==> src/rtl/mri_pkg.sv <==
// Purpose: shared constants and types for the mii/rmii mac data link
// Assumes: both ends run on a 200 MHz clk and oversample the link clocks
// Notes: link clocks are slowed by LINK_HALF so two-flop sampling keeps margin
package mri_pkg;
   // ------------------------------------------------------------------
   // fifo depth registers
   // ------------------------------------------------------------------
   localparam logic [15:0] REG_FIFO_PRI = 16'h0011;
   localparam logic [15:0] REG_FIFO_SEC = 16'h0648;
   localparam int PRI_LSB = 8;
   localparam int PRI_W = 2;
   localparam int SEC_LSB = 7;
   localparam int SEC_W = 3;
   localparam logic [1:0] PRI_RST = 2'h1;
   localparam logic [1:0] PRI_LONG = 2'h2;
   localparam logic [2:0] SEC_RST = 3'h2;
   localparam logic [2:0] SEC_LONG = 3'h4;
   localparam int RMII_PERIOD_NS = 20;
   localparam int LONG_LAT_NS = 80;
   localparam logic [2:0] PREFILL_DEF = 3'h1;
   // extra nibbles held back by the long setting: 80 ns of dibits at 50 MHz
   localparam logic [2:0] PREFILL_LONG =
      3'(int'(PREFILL_DEF) + LONG_LAT_NS / (2 * RMII_PERIOD_NS));

   // ------------------------------------------------------------------
   // timing
   // ------------------------------------------------------------------
   localparam int CLK_PERIOD_PS = 5000;
   localparam int LINK_PERIOD_NS = 80;
   localparam int LINK_HALF = (LINK_PERIOD_NS * 1000) / (2 * CLK_PERIOD_PS);
   localparam int STRAP_WAIT = 2;

   // ------------------------------------------------------------------
   // data encodings and storage
   // ------------------------------------------------------------------
   localparam logic [3:0] NIB_FALSE_CARRIER = 4'he;
   localparam logic [3:0] NIB_IDLE = 4'h0;
   localparam logic [1:0] DIB_IDLE = 2'h0;
   localparam int FIFO_DEPTH = 4;
   localparam int FIFO_W = 6;

   typedef enum logic [1:0] {MODE_MII, MODE_RMII_FOL, MODE_RMII_LEAD} mri_mode_t;
endpackage : mri_pkg

==> src/rtl/mri_if.sv <==
// Purpose: pin bundle between the phy end and the mac end
// Assumes: rmii uses txd[1:0]/rxd[1:0]; rmii leader clock rides on rxd[3]
// Notes: ref_clk is the reference clock input pin of the phy
`timescale 1ns/100ps
`default_nettype none
interface mri_if;
   logic tx_clk;
   logic rx_clk;
   logic ref_clk;
   logic [3:0] txd;
   logic tx_en;
   logic tx_er;
   logic [3:0] rxd;
   logic rx_dv;
   logic rx_er;
   logic crs_dv;

   modport phy (input txd, tx_en, tx_er, ref_clk,
                output tx_clk, rx_clk, rxd, rx_dv, rx_er, crs_dv);
   modport mac (output txd, tx_en, tx_er, ref_clk,
                input tx_clk, rx_clk, rxd, rx_dv, rx_er, crs_dv);
endinterface : mri_if
`default_nettype wire

==> src/rtl/mri_phy.sv <==
// Purpose: phy end of the mii/rmii mac data link with receive elastic fifo
// Assumes: mri_sync from the mac end file is compiled first
// Notes: rmii frames wait in the fifo until the prefill level is reached
//
// Behaviour
// - mii moves one 4-bit nibble per clock
// - phy drives mii transmit and receive clocks
// - decode tx enable/error into idle, data, error
// - encode receive valid/error, false carrier, reserved
// - mac always drives all mii transmit pins
// - rmii follower clock comes from mac side
// - rmii leader drives clock on receive bit three
// - rmii moves two bits per clock each way
// - rmii tx enable marks data, else idle
// - rmii receive carrier/valid and error encoding
// - follower samples and presents on reference rises
// - leader samples and presents on own clock rises
// - rmii also outputs separate receive valid
// - rmii still drives receive error output
// - rmii fifo depth set by two register fields
// - long depth setting adds latency, longer frames
`timescale 1ns/100ps
`default_nettype none

// ---------------------------------------------------------------------
// receive fifo
// ---------------------------------------------------------------------
module mri_fifo #(
   parameter int W = mri_pkg::FIFO_W,
   parameter int DEPTH = mri_pkg::FIFO_DEPTH
) (
   input wire logic clk, // system clock
   input wire logic rst_b, // async reset, active low
   input wire logic in_valid, // word offered
   output logic in_ready, // space available
   input wire logic [W-1:0] in_data, // word in
   output logic out_valid, // word available
   input wire logic out_ready, // word taken
   output logic [W-1:0] out_data, // head word
   output logic [$clog2(DEPTH):0] count // words held
);
   localparam int AW = $clog2(DEPTH);
   if (DEPTH < 2 || (1 << AW) != DEPTH) begin : g_chk
      $error("fifo depth must be a power of two");
   end

   logic [W-1:0] mem_r [DEPTH];
   logic [AW:0] wr_r;
   logic [AW:0] rd_r;
   logic push;
   logic pop;

   assign count = wr_r - rd_r;
   assign in_ready = count != (AW+1)'(DEPTH);
   assign out_valid = count != '0;
   assign out_data = mem_r[rd_r[AW-1:0]];
   assign push = in_valid && in_ready;
   assign pop = out_valid && out_ready;

   // pointers carry a wrap bit so full and empty are told apart
   always_ff @(posedge clk or negedge rst_b) begin
      if (!rst_b) begin
         wr_r <= '0;
         rd_r <= '0;
      end else begin
         if (push) wr_r <= wr_r + 1'b1;
         if (pop) rd_r <= rd_r + 1'b1;
      end
   end

   // storage has no reset; only words below the pointers are read
   always_ff @(posedge clk) begin
      if (push) mem_r[wr_r[AW-1:0]] <= in_data;
   end
endmodule : mri_fifo

// ---------------------------------------------------------------------
// phy end
// ---------------------------------------------------------------------
module mri_phy #(parameter int LINK_HALF = mri_pkg::LINK_HALF) (
   input wire logic clk, // system clock
   input wire logic rst_b, // async reset, active low
   input wire logic strap_mii, // 1 selects mii
   input wire logic strap_leader, // rmii only: 1 selects leader clocking
   mri_if.phy link, // pins toward the mac
   input wire logic [15:0] reg_addr, // register address
   input wire logic [15:0] reg_wdata, // register write data
   input wire logic reg_wr, // register write strobe
   output logic [15:0] reg_rdata, // read data, one cycle after address
   input wire logic line_rx_valid, // line word offered
   output logic line_rx_ready, // fifo has room
   input wire logic line_rx_dv, // word is frame data
   input wire logic line_rx_er, // word errored / false carrier
   input wire logic [3:0] line_rx_data, // line nibble
   output logic line_tx_valid, // transmit nibble pulse
   output logic [3:0] line_tx_data, // transmit nibble
   output logic line_tx_err, // nibble carries error propagation
   output logic line_tx_active // transmit enable level
);
   if (LINK_HALF < 4 || LINK_HALF > 255) begin : g_chk
      $error("LINK_HALF out of range");
   end

   localparam int CW = $clog2(mri_pkg::FIFO_DEPTH) + 1;

   logic [1:0] strap_q;
   logic [1:0] st_cnt_r;
   logic mode_ok_r;
   mri_pkg::mri_mode_t mode_r;
   mri_pkg::mri_mode_t mode_nxt;
   logic is_mii;
   logic is_fol;
   logic is_lead;
   logic [7:0] div_r;
   logic gclk_r;
   logic own_tick;
   logic [6:0] pin_q;
   logic ref_prev_r;
   logic beat;
   logic [1:0] pri_r;
   logic [2:0] sec_r;
   logic [15:0] rdata_r;
   logic [2:0] prefill;
   logic ltx_valid_r;
   logic [3:0] ltx_data_r;
   logic ltx_err_r;
   logic ltx_active_r;
   logic tx_ph_r;
   logic [1:0] tx_lo_r;
   logic fo_valid;
   logic fo_ready;
   logic [5:0] fo_data;
   logic [CW-1:0] fo_count;
   logic rx_ph_r;
   logic in_frame_r;
   logic [1:0] rx_hi_r;
   logic [3:0] rxd_r;
   logic rx_dv_r;
   logic rx_er_r;
   logic nib_beat;
   logic head_go;

   mri_sync #(.W(2)) u_strap (
      .clk(clk),
      .rst_b(rst_b),
      .d({strap_mii, strap_leader}),
      .q(strap_q)
   );

   always_comb begin
      if (strap_q[1]) mode_nxt = mri_pkg::MODE_MII;
      else if (strap_q[0]) mode_nxt = mri_pkg::MODE_RMII_LEAD;
      else mode_nxt = mri_pkg::MODE_RMII_FOL;
   end

   // interface type and clocking role are fixed once after reset
   always_ff @(posedge clk or negedge rst_b) begin
      if (!rst_b) begin
         st_cnt_r <= 2'h0;
         mode_r <= mri_pkg::MODE_MII;
         mode_ok_r <= 1'b0;
      end else if (!mode_ok_r) begin
         if (st_cnt_r == 2'(mri_pkg::STRAP_WAIT)) begin
            mode_r <= mode_nxt;
            mode_ok_r <= 1'b1;
         end else begin
            st_cnt_r <= st_cnt_r + 2'h1;
         end
      end
   end
   assign is_mii = mode_r == mri_pkg::MODE_MII;
   assign is_fol = mode_r == mri_pkg::MODE_RMII_FOL;
   assign is_lead = mode_r == mri_pkg::MODE_RMII_LEAD;

   // own link clock for mii and rmii leader
   always_ff @(posedge clk or negedge rst_b) begin
      if (!rst_b) begin
         div_r <= 8'h0;
         gclk_r <= 1'b0;
      end else if (own_tick) begin
         div_r <= 8'h0;
         gclk_r <= ~gclk_r;
      end else begin
         div_r <= div_r + 8'h1;
      end
   end
   assign own_tick = div_r == 8'(LINK_HALF - 1);
   assign link.tx_clk = mode_ok_r && is_mii && gclk_r;
   assign link.rx_clk = mode_ok_r && is_mii && gclk_r;

   // mac-driven pins and the follower reference pass two flops
   mri_sync #(.W(7)) u_pins (
      .clk(clk),
      .rst_b(rst_b),
      .d({link.ref_clk, link.tx_er, link.tx_en, link.txd}),
      .q(pin_q)
   );
   always_ff @(posedge clk or negedge rst_b) begin
      if (!rst_b) ref_prev_r <= 1'b0;
      else ref_prev_r <= pin_q[6];
   end
   // one rising-edge event drives both directions
   assign beat = mode_ok_r &&
      (is_fol ? (pin_q[6] && !ref_prev_r) : (own_tick && !gclk_r));

   // depth registers; only the documented fields are stored
   always_ff @(posedge clk or negedge rst_b) begin
      if (!rst_b) begin
         pri_r <= mri_pkg::PRI_RST;
         sec_r <= mri_pkg::SEC_RST;
      end else if (reg_wr && reg_addr == mri_pkg::REG_FIFO_PRI) begin
         pri_r <= reg_wdata[mri_pkg::PRI_LSB +: mri_pkg::PRI_W];
      end else if (reg_wr && reg_addr == mri_pkg::REG_FIFO_SEC) begin
         sec_r <= reg_wdata[mri_pkg::SEC_LSB +: mri_pkg::SEC_W];
      end
   end
   always_ff @(posedge clk or negedge rst_b) begin
      if (!rst_b) rdata_r <= 16'h0;
      else if (reg_addr == mri_pkg::REG_FIFO_PRI) rdata_r <= {6'h0, pri_r, 8'h0};
      else if (reg_addr == mri_pkg::REG_FIFO_SEC) rdata_r <= {6'h0, sec_r, 7'h0};
      else rdata_r <= 16'h0;
   end
   assign reg_rdata = rdata_r;
   // any pair other than the long one behaves as the default
   assign prefill = (pri_r == mri_pkg::PRI_LONG && sec_r == mri_pkg::SEC_LONG) ?
      mri_pkg::PREFILL_LONG : mri_pkg::PREFILL_DEF;

   // transmit decode toward the line
   always_ff @(posedge clk or negedge rst_b) begin
      if (!rst_b) begin
         ltx_valid_r <= 1'b0;
         ltx_data_r <= 4'h0;
         ltx_err_r <= 1'b0;
         ltx_active_r <= 1'b0;
         tx_ph_r <= 1'b0;
         tx_lo_r <= 2'h0;
      end else begin
         ltx_valid_r <= 1'b0;
         if (beat) begin
            ltx_active_r <= pin_q[4];
            if (is_mii && pin_q[4]) begin
               ltx_valid_r <= 1'b1;
               ltx_data_r <= pin_q[3:0];
               ltx_err_r <= pin_q[5];
            end else if (!is_mii && pin_q[4] && tx_ph_r) begin
               ltx_valid_r <= 1'b1;
               ltx_data_r <= {pin_q[1:0], tx_lo_r};
               ltx_err_r <= 1'b0;
               tx_ph_r <= 1'b0;
            end else if (!is_mii && pin_q[4]) begin
               tx_lo_r <= pin_q[1:0];
               tx_ph_r <= 1'b1;
            end else begin
               tx_ph_r <= 1'b0; // an odd dibit at frame end is dropped
            end
         end
      end
   end
   assign line_tx_valid = ltx_valid_r;
   assign line_tx_data = ltx_data_r;
   assign line_tx_err = ltx_err_r;
   assign line_tx_active = ltx_active_r;

   // elastic buffer between line timing and the mac reference
   mri_fifo #(.W(mri_pkg::FIFO_W), .DEPTH(mri_pkg::FIFO_DEPTH)) u_fifo (
      .clk(clk),
      .rst_b(rst_b),
      .in_valid(line_rx_valid),
      .in_ready(line_rx_ready),
      .in_data({line_rx_dv, line_rx_er, line_rx_data}),
      .out_valid(fo_valid),
      .out_ready(fo_ready),
      .out_data(fo_data),
      .count(fo_count)
   );

   // a new nibble is due every mii beat; in rmii every second beat within a frame, every beat between frames
   assign nib_beat = beat && (is_mii || !rx_ph_r);
   // an rmii frame head waits for the prefill level; trades latency for slack
   assign head_go = !fo_data[5] || in_frame_r || is_mii ||
      fo_count >= CW'(prefill);
   assign fo_ready = nib_beat && fo_valid && head_go;

   // receive presentation toward the mac, on the rising beat
   always_ff @(posedge clk or negedge rst_b) begin
      if (!rst_b) begin
         rxd_r <= 4'h0;
         rx_dv_r <= 1'b0;
         rx_er_r <= 1'b0;
         rx_hi_r <= 2'h0;
         rx_ph_r <= 1'b0;
         in_frame_r <= 1'b0;
      end else if (beat && rx_ph_r) begin
         rxd_r <= {2'h0, rx_hi_r};
         rx_ph_r <= 1'b0;
      end else if (nib_beat && !fo_ready) begin
         rxd_r <= mri_pkg::NIB_IDLE;
         rx_dv_r <= 1'b0;
         rx_er_r <= 1'b0;
         in_frame_r <= 1'b0;
      end else if (nib_beat && is_mii) begin
         rxd_r <= fo_data[3:0];
         rx_dv_r <= fo_data[5];
         // reserved idle codes go out with the error line low
         rx_er_r <= fo_data[4] && (fo_data[5] || fo_data[3:0] == mri_pkg::NIB_IDLE ||
            fo_data[3:0] == mri_pkg::NIB_FALSE_CARRIER);
         in_frame_r <= fo_data[5];
      end else if (nib_beat) begin
         rxd_r <= {2'h0, fo_data[1:0]};
         rx_hi_r <= fo_data[3:2];
         rx_dv_r <= fo_data[5];
         rx_er_r <= fo_data[4] && fo_data[5];
         rx_ph_r <= fo_data[5];
         in_frame_r <= fo_data[5];
      end
   end
   // the leader clock replaces data bit three
   assign link.rxd = {(mode_ok_r && is_lead) ? gclk_r : rxd_r[3], rxd_r[2:0]};
   assign link.rx_dv = rx_dv_r;
   assign link.rx_er = rx_er_r;
   assign link.crs_dv = !is_mii && rx_dv_r;
endmodule : mri_phy
`default_nettype wire

==> src/rtl/mri_mac.sv <==
// Purpose: mac end of the link plus the shared two-flop pin synchroniser
// Assumes: mode straps are static around reset release
// Notes: transmit pins change on link clock falls, receive pins sampled on rises
`timescale 1ns/100ps
`default_nettype none

// ---------------------------------------------------------------------
// two-flop synchroniser
// ---------------------------------------------------------------------
module mri_sync #(parameter int W = 1) (
   input wire logic clk, // system clock
   input wire logic rst_b, // async reset, active low
   input wire logic [W-1:0] d, // asynchronous pins
   output logic [W-1:0] q // synchronised copy
);
   logic [W-1:0] meta_r;
   logic [W-1:0] q_r;

   // first stage feeds only the second stage
   always_ff @(posedge clk or negedge rst_b) begin
      if (!rst_b) begin
         meta_r <= '0;
         q_r <= '0;
      end else begin
         meta_r <= d;
         q_r <= meta_r;
      end
   end
   assign q = q_r;
endmodule : mri_sync

`default_nettype wire

==> src/flat_wrapper.sv <==
// flat-port wrapper written by rule: the top's interface ports become plain ports
module mri_phy_flat 
#(parameter int LINK_HALF = mri_pkg::LINK_HALF)
  (clk, rst_b, strap_mii, strap_leader, reg_addr, reg_wdata, reg_wr, reg_rdata, line_rx_valid, line_rx_ready, line_rx_dv, line_rx_er, line_rx_data, line_tx_valid, line_tx_data, line_tx_err, line_tx_active, link_txd, link_tx_en, link_tx_er, link_ref_clk, link_tx_clk, link_rx_clk, link_rxd, link_rx_dv, link_rx_er, link_crs_dv);
  mri_if link_i ();
  input wire logic clk;
  input wire logic rst_b;
  input wire logic strap_mii;
  input wire logic strap_leader;
  input wire logic [15:0] reg_addr;
  input wire logic [15:0] reg_wdata;
  input wire logic reg_wr;
  output logic [15:0] reg_rdata;
  input wire logic line_rx_valid;
  output logic line_rx_ready;
  input wire logic line_rx_dv;
  input wire logic line_rx_er;
  input wire logic [3:0] line_rx_data;
  output logic line_tx_valid;
  output logic [3:0] line_tx_data;
  output logic line_tx_err;
  output logic line_tx_active;
  input wire logic [$bits(link_i.txd)-1:0] link_txd;
  input wire logic [$bits(link_i.tx_en)-1:0] link_tx_en;
  input wire logic [$bits(link_i.tx_er)-1:0] link_tx_er;
  input wire logic [$bits(link_i.ref_clk)-1:0] link_ref_clk;
  output wire logic [$bits(link_i.tx_clk)-1:0] link_tx_clk;
  output wire logic [$bits(link_i.rx_clk)-1:0] link_rx_clk;
  output wire logic [$bits(link_i.rxd)-1:0] link_rxd;
  output wire logic [$bits(link_i.rx_dv)-1:0] link_rx_dv;
  output wire logic [$bits(link_i.rx_er)-1:0] link_rx_er;
  output wire logic [$bits(link_i.crs_dv)-1:0] link_crs_dv;
  assign link_i.txd = link_txd;
  assign link_i.tx_en = link_tx_en;
  assign link_i.tx_er = link_tx_er;
  assign link_i.ref_clk = link_ref_clk;
  assign link_tx_clk = link_i.tx_clk;
  assign link_rx_clk = link_i.rx_clk;
  assign link_rxd = link_i.rxd;
  assign link_rx_dv = link_i.rx_dv;
  assign link_rx_er = link_i.rx_er;
  assign link_crs_dv = link_i.crs_dv;
  mri_phy #(.LINK_HALF(LINK_HALF)) u_core (.clk(clk), .rst_b(rst_b), .strap_mii(strap_mii), .strap_leader(strap_leader), .link(link_i), .reg_addr(reg_addr), .reg_wdata(reg_wdata), .reg_wr(reg_wr), .reg_rdata(reg_rdata), .line_rx_valid(line_rx_valid), .line_rx_ready(line_rx_ready), .line_rx_dv(line_rx_dv), .line_rx_er(line_rx_er), .line_rx_data(line_rx_data), .line_tx_valid(line_tx_valid), .line_tx_data(line_tx_data), .line_tx_err(line_tx_err), .line_tx_active(line_tx_active));
endmodule
==> config.mk <==
export PLATFORM = sky130hd
export DESIGN_NAME = mri_phy_flat
export DESIGN_NICKNAME = d
export VERILOG_FILES = /design/src/rtl/mri_pkg.sv /design/src/rtl/mri_if.sv /design/src/rtl/mri_phy.sv /design/src/rtl/mri_mac.sv /design/src/flat_wrapper.sv
export SDC_FILE = /design/constraint.sdc
export NUM_CORES = 1
export LEC_CHECK = 0
export ABC_AREA = 1
export BUFFER_PORTS_ARGS = -buffer_cell sky130_fd_sc_hd__buf_4
export CAP_MARGIN = 15
export CORE_MARGIN = 1
export CORE_UTILIZATION = 45
export DETAILED_ROUTE_END_ITERATION = 8
export PLACE_DENSITY = 0.78
export SLEW_MARGIN = 10
export SYNTH_ARGS = -nofsm -noshare
export SYNTH_HDL_FRONTEND = slang
export SYNTH_SLANG_ARGS = --single-unit
==> constraint.sdc <==
create_clock -name clk -period 4.7 [get_ports clk]
set_input_delay 0.94 -clock clk [delete_from_list [all_inputs] [get_ports clk]]
set_output_delay 0.94 -clock clk [all_outputs]
set_load 0.05 [all_outputs]
==> results.tsv <==
metric	value	unit
min-delay worst type	flip-flop to flip-flop	
Sum Neg Setup Slack	0	ns
Seq/Total Area, Yosys	57.58	%
CP dominant cell by count	nand2_1	
Nets	543	
post-synthesis register bit count	90	
antenna violation net count after detailed routing	0	
Max-Cap Viols	0	
vias in the first global route	2861	
slew at the pin with the worst max-slew slack	0.8015	ns
status	finished, violations left	
Worst Path Arrival	2.17	ns
fin util	54.59	%
worst r2r src	u_core.u_fifo.rd_r[0]	
Multi-input gate area	0.001401	sq mm
Power Density	539.8	mW/mm^2
I/O Pins	84	
postcts setup bufs	0	
flop-to-flop setup slack	2.06	ns
crit-path max cell delay	0.58	ns
Pre-antenna DRT Iters	6	
# resized after CTS	0	
number of flops mapped to enable cells by yosys	24	
Final HPWL DP	5440	um
Post-Syn Area	0.004124	sq mm
RSZ-0062 raised after global routing	no	
Synth cell types	36	
Std-Cell Rows	34	
largest net degree at the start of global routing	67	
Layout fillers	763	
total CTS buffers	9	
first-pass GRT wire length	12980	um
Final Hold Fails	0	
starting density of the core	46.83	%
CTS H-tree lvls	3	
Sequential cell area	0.002375	sq mm
die area	0.009551	sq mm
Hold Path Origin	u_core.u_strap.meta_r[1]	
Ant. Diodes	0	
failing checks	DRC	
total gr overflow	0	
Critical Path RT	3.76	ns
CP bufs+invs	2	
type of the worst setup path	flip-flop to output port	
clk sinks	90	
slew margin rel.	46.57	%
Final Wtd Congestion	0.7787	
Die W	97.73	um
critical-path cell list	ha_1 -> fa_1 -> inv_1 -> nand2_1 -> nand2_1 -> nand3_2 -> buf_4	
Avg WL per Cell	12.42	um
hold path depth	0	
Avg Cell Area, Syn	9.749	sq um
Clock Latency Late Sink	0.35	ns
yosys warns	0	
Slew Limit Fails	0	
clock slew at reported path FFs	0.09	ns
Levels on crit path	7	
RR Endpoint	u_core.rxd_r[2]	
CP delay by family, top	adder cells	
vias	2880	
ys flop type	dfrtp_1	
CTS max path bufs	2	
worst-path cell with the longest stage delay	dfrtp_1	
Clock Skew	0.008239	ns
root buffer cell	clkbuf_8	
buffers added on ports	57	
vias per std cell	4.840	
Residual DRC	12	
cells after synthesis	423	
leakage power	0.002381	uW
Core Area	0.008806	sq mm
crit end category	output port	
total wire length	7387	um
Layout area overhead	16.57	%
GRT Util Overall	17.34	%
initial drt markers	107	
layout cell share with drive strength beyond 1	23.82	%
final period utilization	66.11	%
crit path time final	3.107	ns
Die Ht	97.73	um
TritonCTS clock tree	built	
CTS Hold Buffers Added	0	
# setup viols final	0	
Fmax	321.8	MHz
Hold Path End	u_core.u_strap.q[1]	
worst-case reg-to-reg path depth	12	
ys async rst share	73.33	%
Max Fanout on Critical Path	15	
initial antenna violation count	0	
startpoint types	flip-flop	
Peak supply drop	387.9	uV
Hold WS	0.3555	ns
[metal layers]
metal	global-route usage, %	share of wire [%]	vias to the layer above
met4	5.711	1.3	0
met1	20.37	43	1368
met5	0	0	-
li1	-	-	1426
met2	30.71	50	80
met3	4.796	5.7	6
[metrics by stage]
step           instance area (sq um)  setup slack, ns  cells  total power [uW]
3_3_place_gp                    4572            2.020    579              1973
4_1_cts                         4807            1.575    595              2617
2_1_floorplan                   4169            1.606    435              1781
3_5_place_dp                    4572            1.967    579              2011
5_1_grt                         4807            1.439    595              2777
6_report                        4807            1.593    595              2595
[flip-flops by register name, summed over array words and instances, names as in the netlist, 3 cells and up]
signal                count
u_core.u_pins.meta_r      7
u_core.line_tx_data       4
u_core.u_fifo.mem_r      24
u_core.u_fifo.rd_r        3
u_core.u_pins.q           7
u_core.rxd_r              4
u_core.div_r              8
u_core.u_fifo.wr_r        3
u_core.reg_rdata          3
u_core.sec_r              3
[worst register-to-register path: stages, from the launching register on]
cell and delay (ns):
dfrtp_1 0.58, ha_1 0.31, fa_1 0.54, inv_1 0.06, ha_1 0.28, inv_1 0.05
nor2_1 0.03, nor2_1 0.09, nand2_1 0.08, a21oi_2 0.21, nand2_2 0.13, nand3_1 0.12
nand2_1 0.06
[Yosys cell counts (9+ instances only)]
cell type	number	share of area, %
nand2_1	90	8.2
dfrtp_1	64	39
inv_1	55	5.0
nor2_1	36	3.3
edfxtp_1	24	17
nand3_1	19	2.3
o21ai_0	18	2.2
buf_4	17	3.1
ha_1	9	2.7
nand2_2	9	1.4
[placed cells by master (no fill, tap or decap), types with 3 or more instances in the layout]
master     n
nor2_1    36
edfxtp_1  24
xor2_1     7
nand3_2    3
nand3_1   19
inv_2      7
a21oi_1    7
dfrtp_1   64
inv_1     55
nor2_2     4
clkbuf_8  10
xnor2_1    3
o21ai_1    7
conb_1    13
nor2_4     4
o22ai_1    3
nor3_1     4
nand2_2    9
buf_4     57
nand2_1   90
o21ai_0   18
nand4_1    7
o21ai_2    6
ha_1       9
[worst max-delay path by stage]
stage / start / to / slack [ns]
4_1_cts: u_core.u_fifo.rd_r[0] / line_rx_ready / 1.58
3_3_place_gp: u_core.u_fifo.rd_r[0] / line_rx_ready / 2.02
2_1_floorplan: u_core.mode_r[1] / link_tx_clk / 1.61
3_5_place_dp: u_core.u_fifo.rd_r[0] / line_rx_ready / 1.97
6_report: u_core.u_fifo.rd_r[0] / line_rx_ready / 1.59
5_1_grt: u_core.u_fifo.rd_r[0] / line_rx_ready / 1.44
[report_power, final]
| part | internal (uW) | total (uW) | switching (uW) | leakage, uW |
|---|---|---|---|---|
| combinational | 301 | 932 | 631 | 0.00123 |
| sequential | 951 | 1060 | 111 | 0.00103 |
| clock | 322 | 601 | 279 | 0.000119 |
| total | 1570 | 2600 | 1020 | 0.00238 |
[layout make-up]
| cell class | count | area share [%] |
|---|---|---|
| inverters | 62 | 4.841 |
| repair buffers | 57 | 8.902 |
| multi-input cells | 262 | 29.15 |
| clock buffers | 10 | 2.863 |
| flip-flops and latches | 90 | 49.40 |
| well taps | 108 | 2.811 |
| clock inverters | 6 | 2.030 |
[logic make-up after synthesis]
| group | Yosys count | synth area share, % |
|---|---|---|
| buffers and inverters | 83 | 9.527 |
| XOR/XNOR | 10 | 2.124 |
| other | 1 | 0.09093 |
| flip-flops | 90 | 57.59 |
| AO/OA/AOI/OAI | 43 | 6.038 |
| adder cells (fa/ha/maj) | 10 | 3.216 |
| AND/OR/NAND/NOR | 186 | 21.42 |
(Power assumes the default switching activity.)
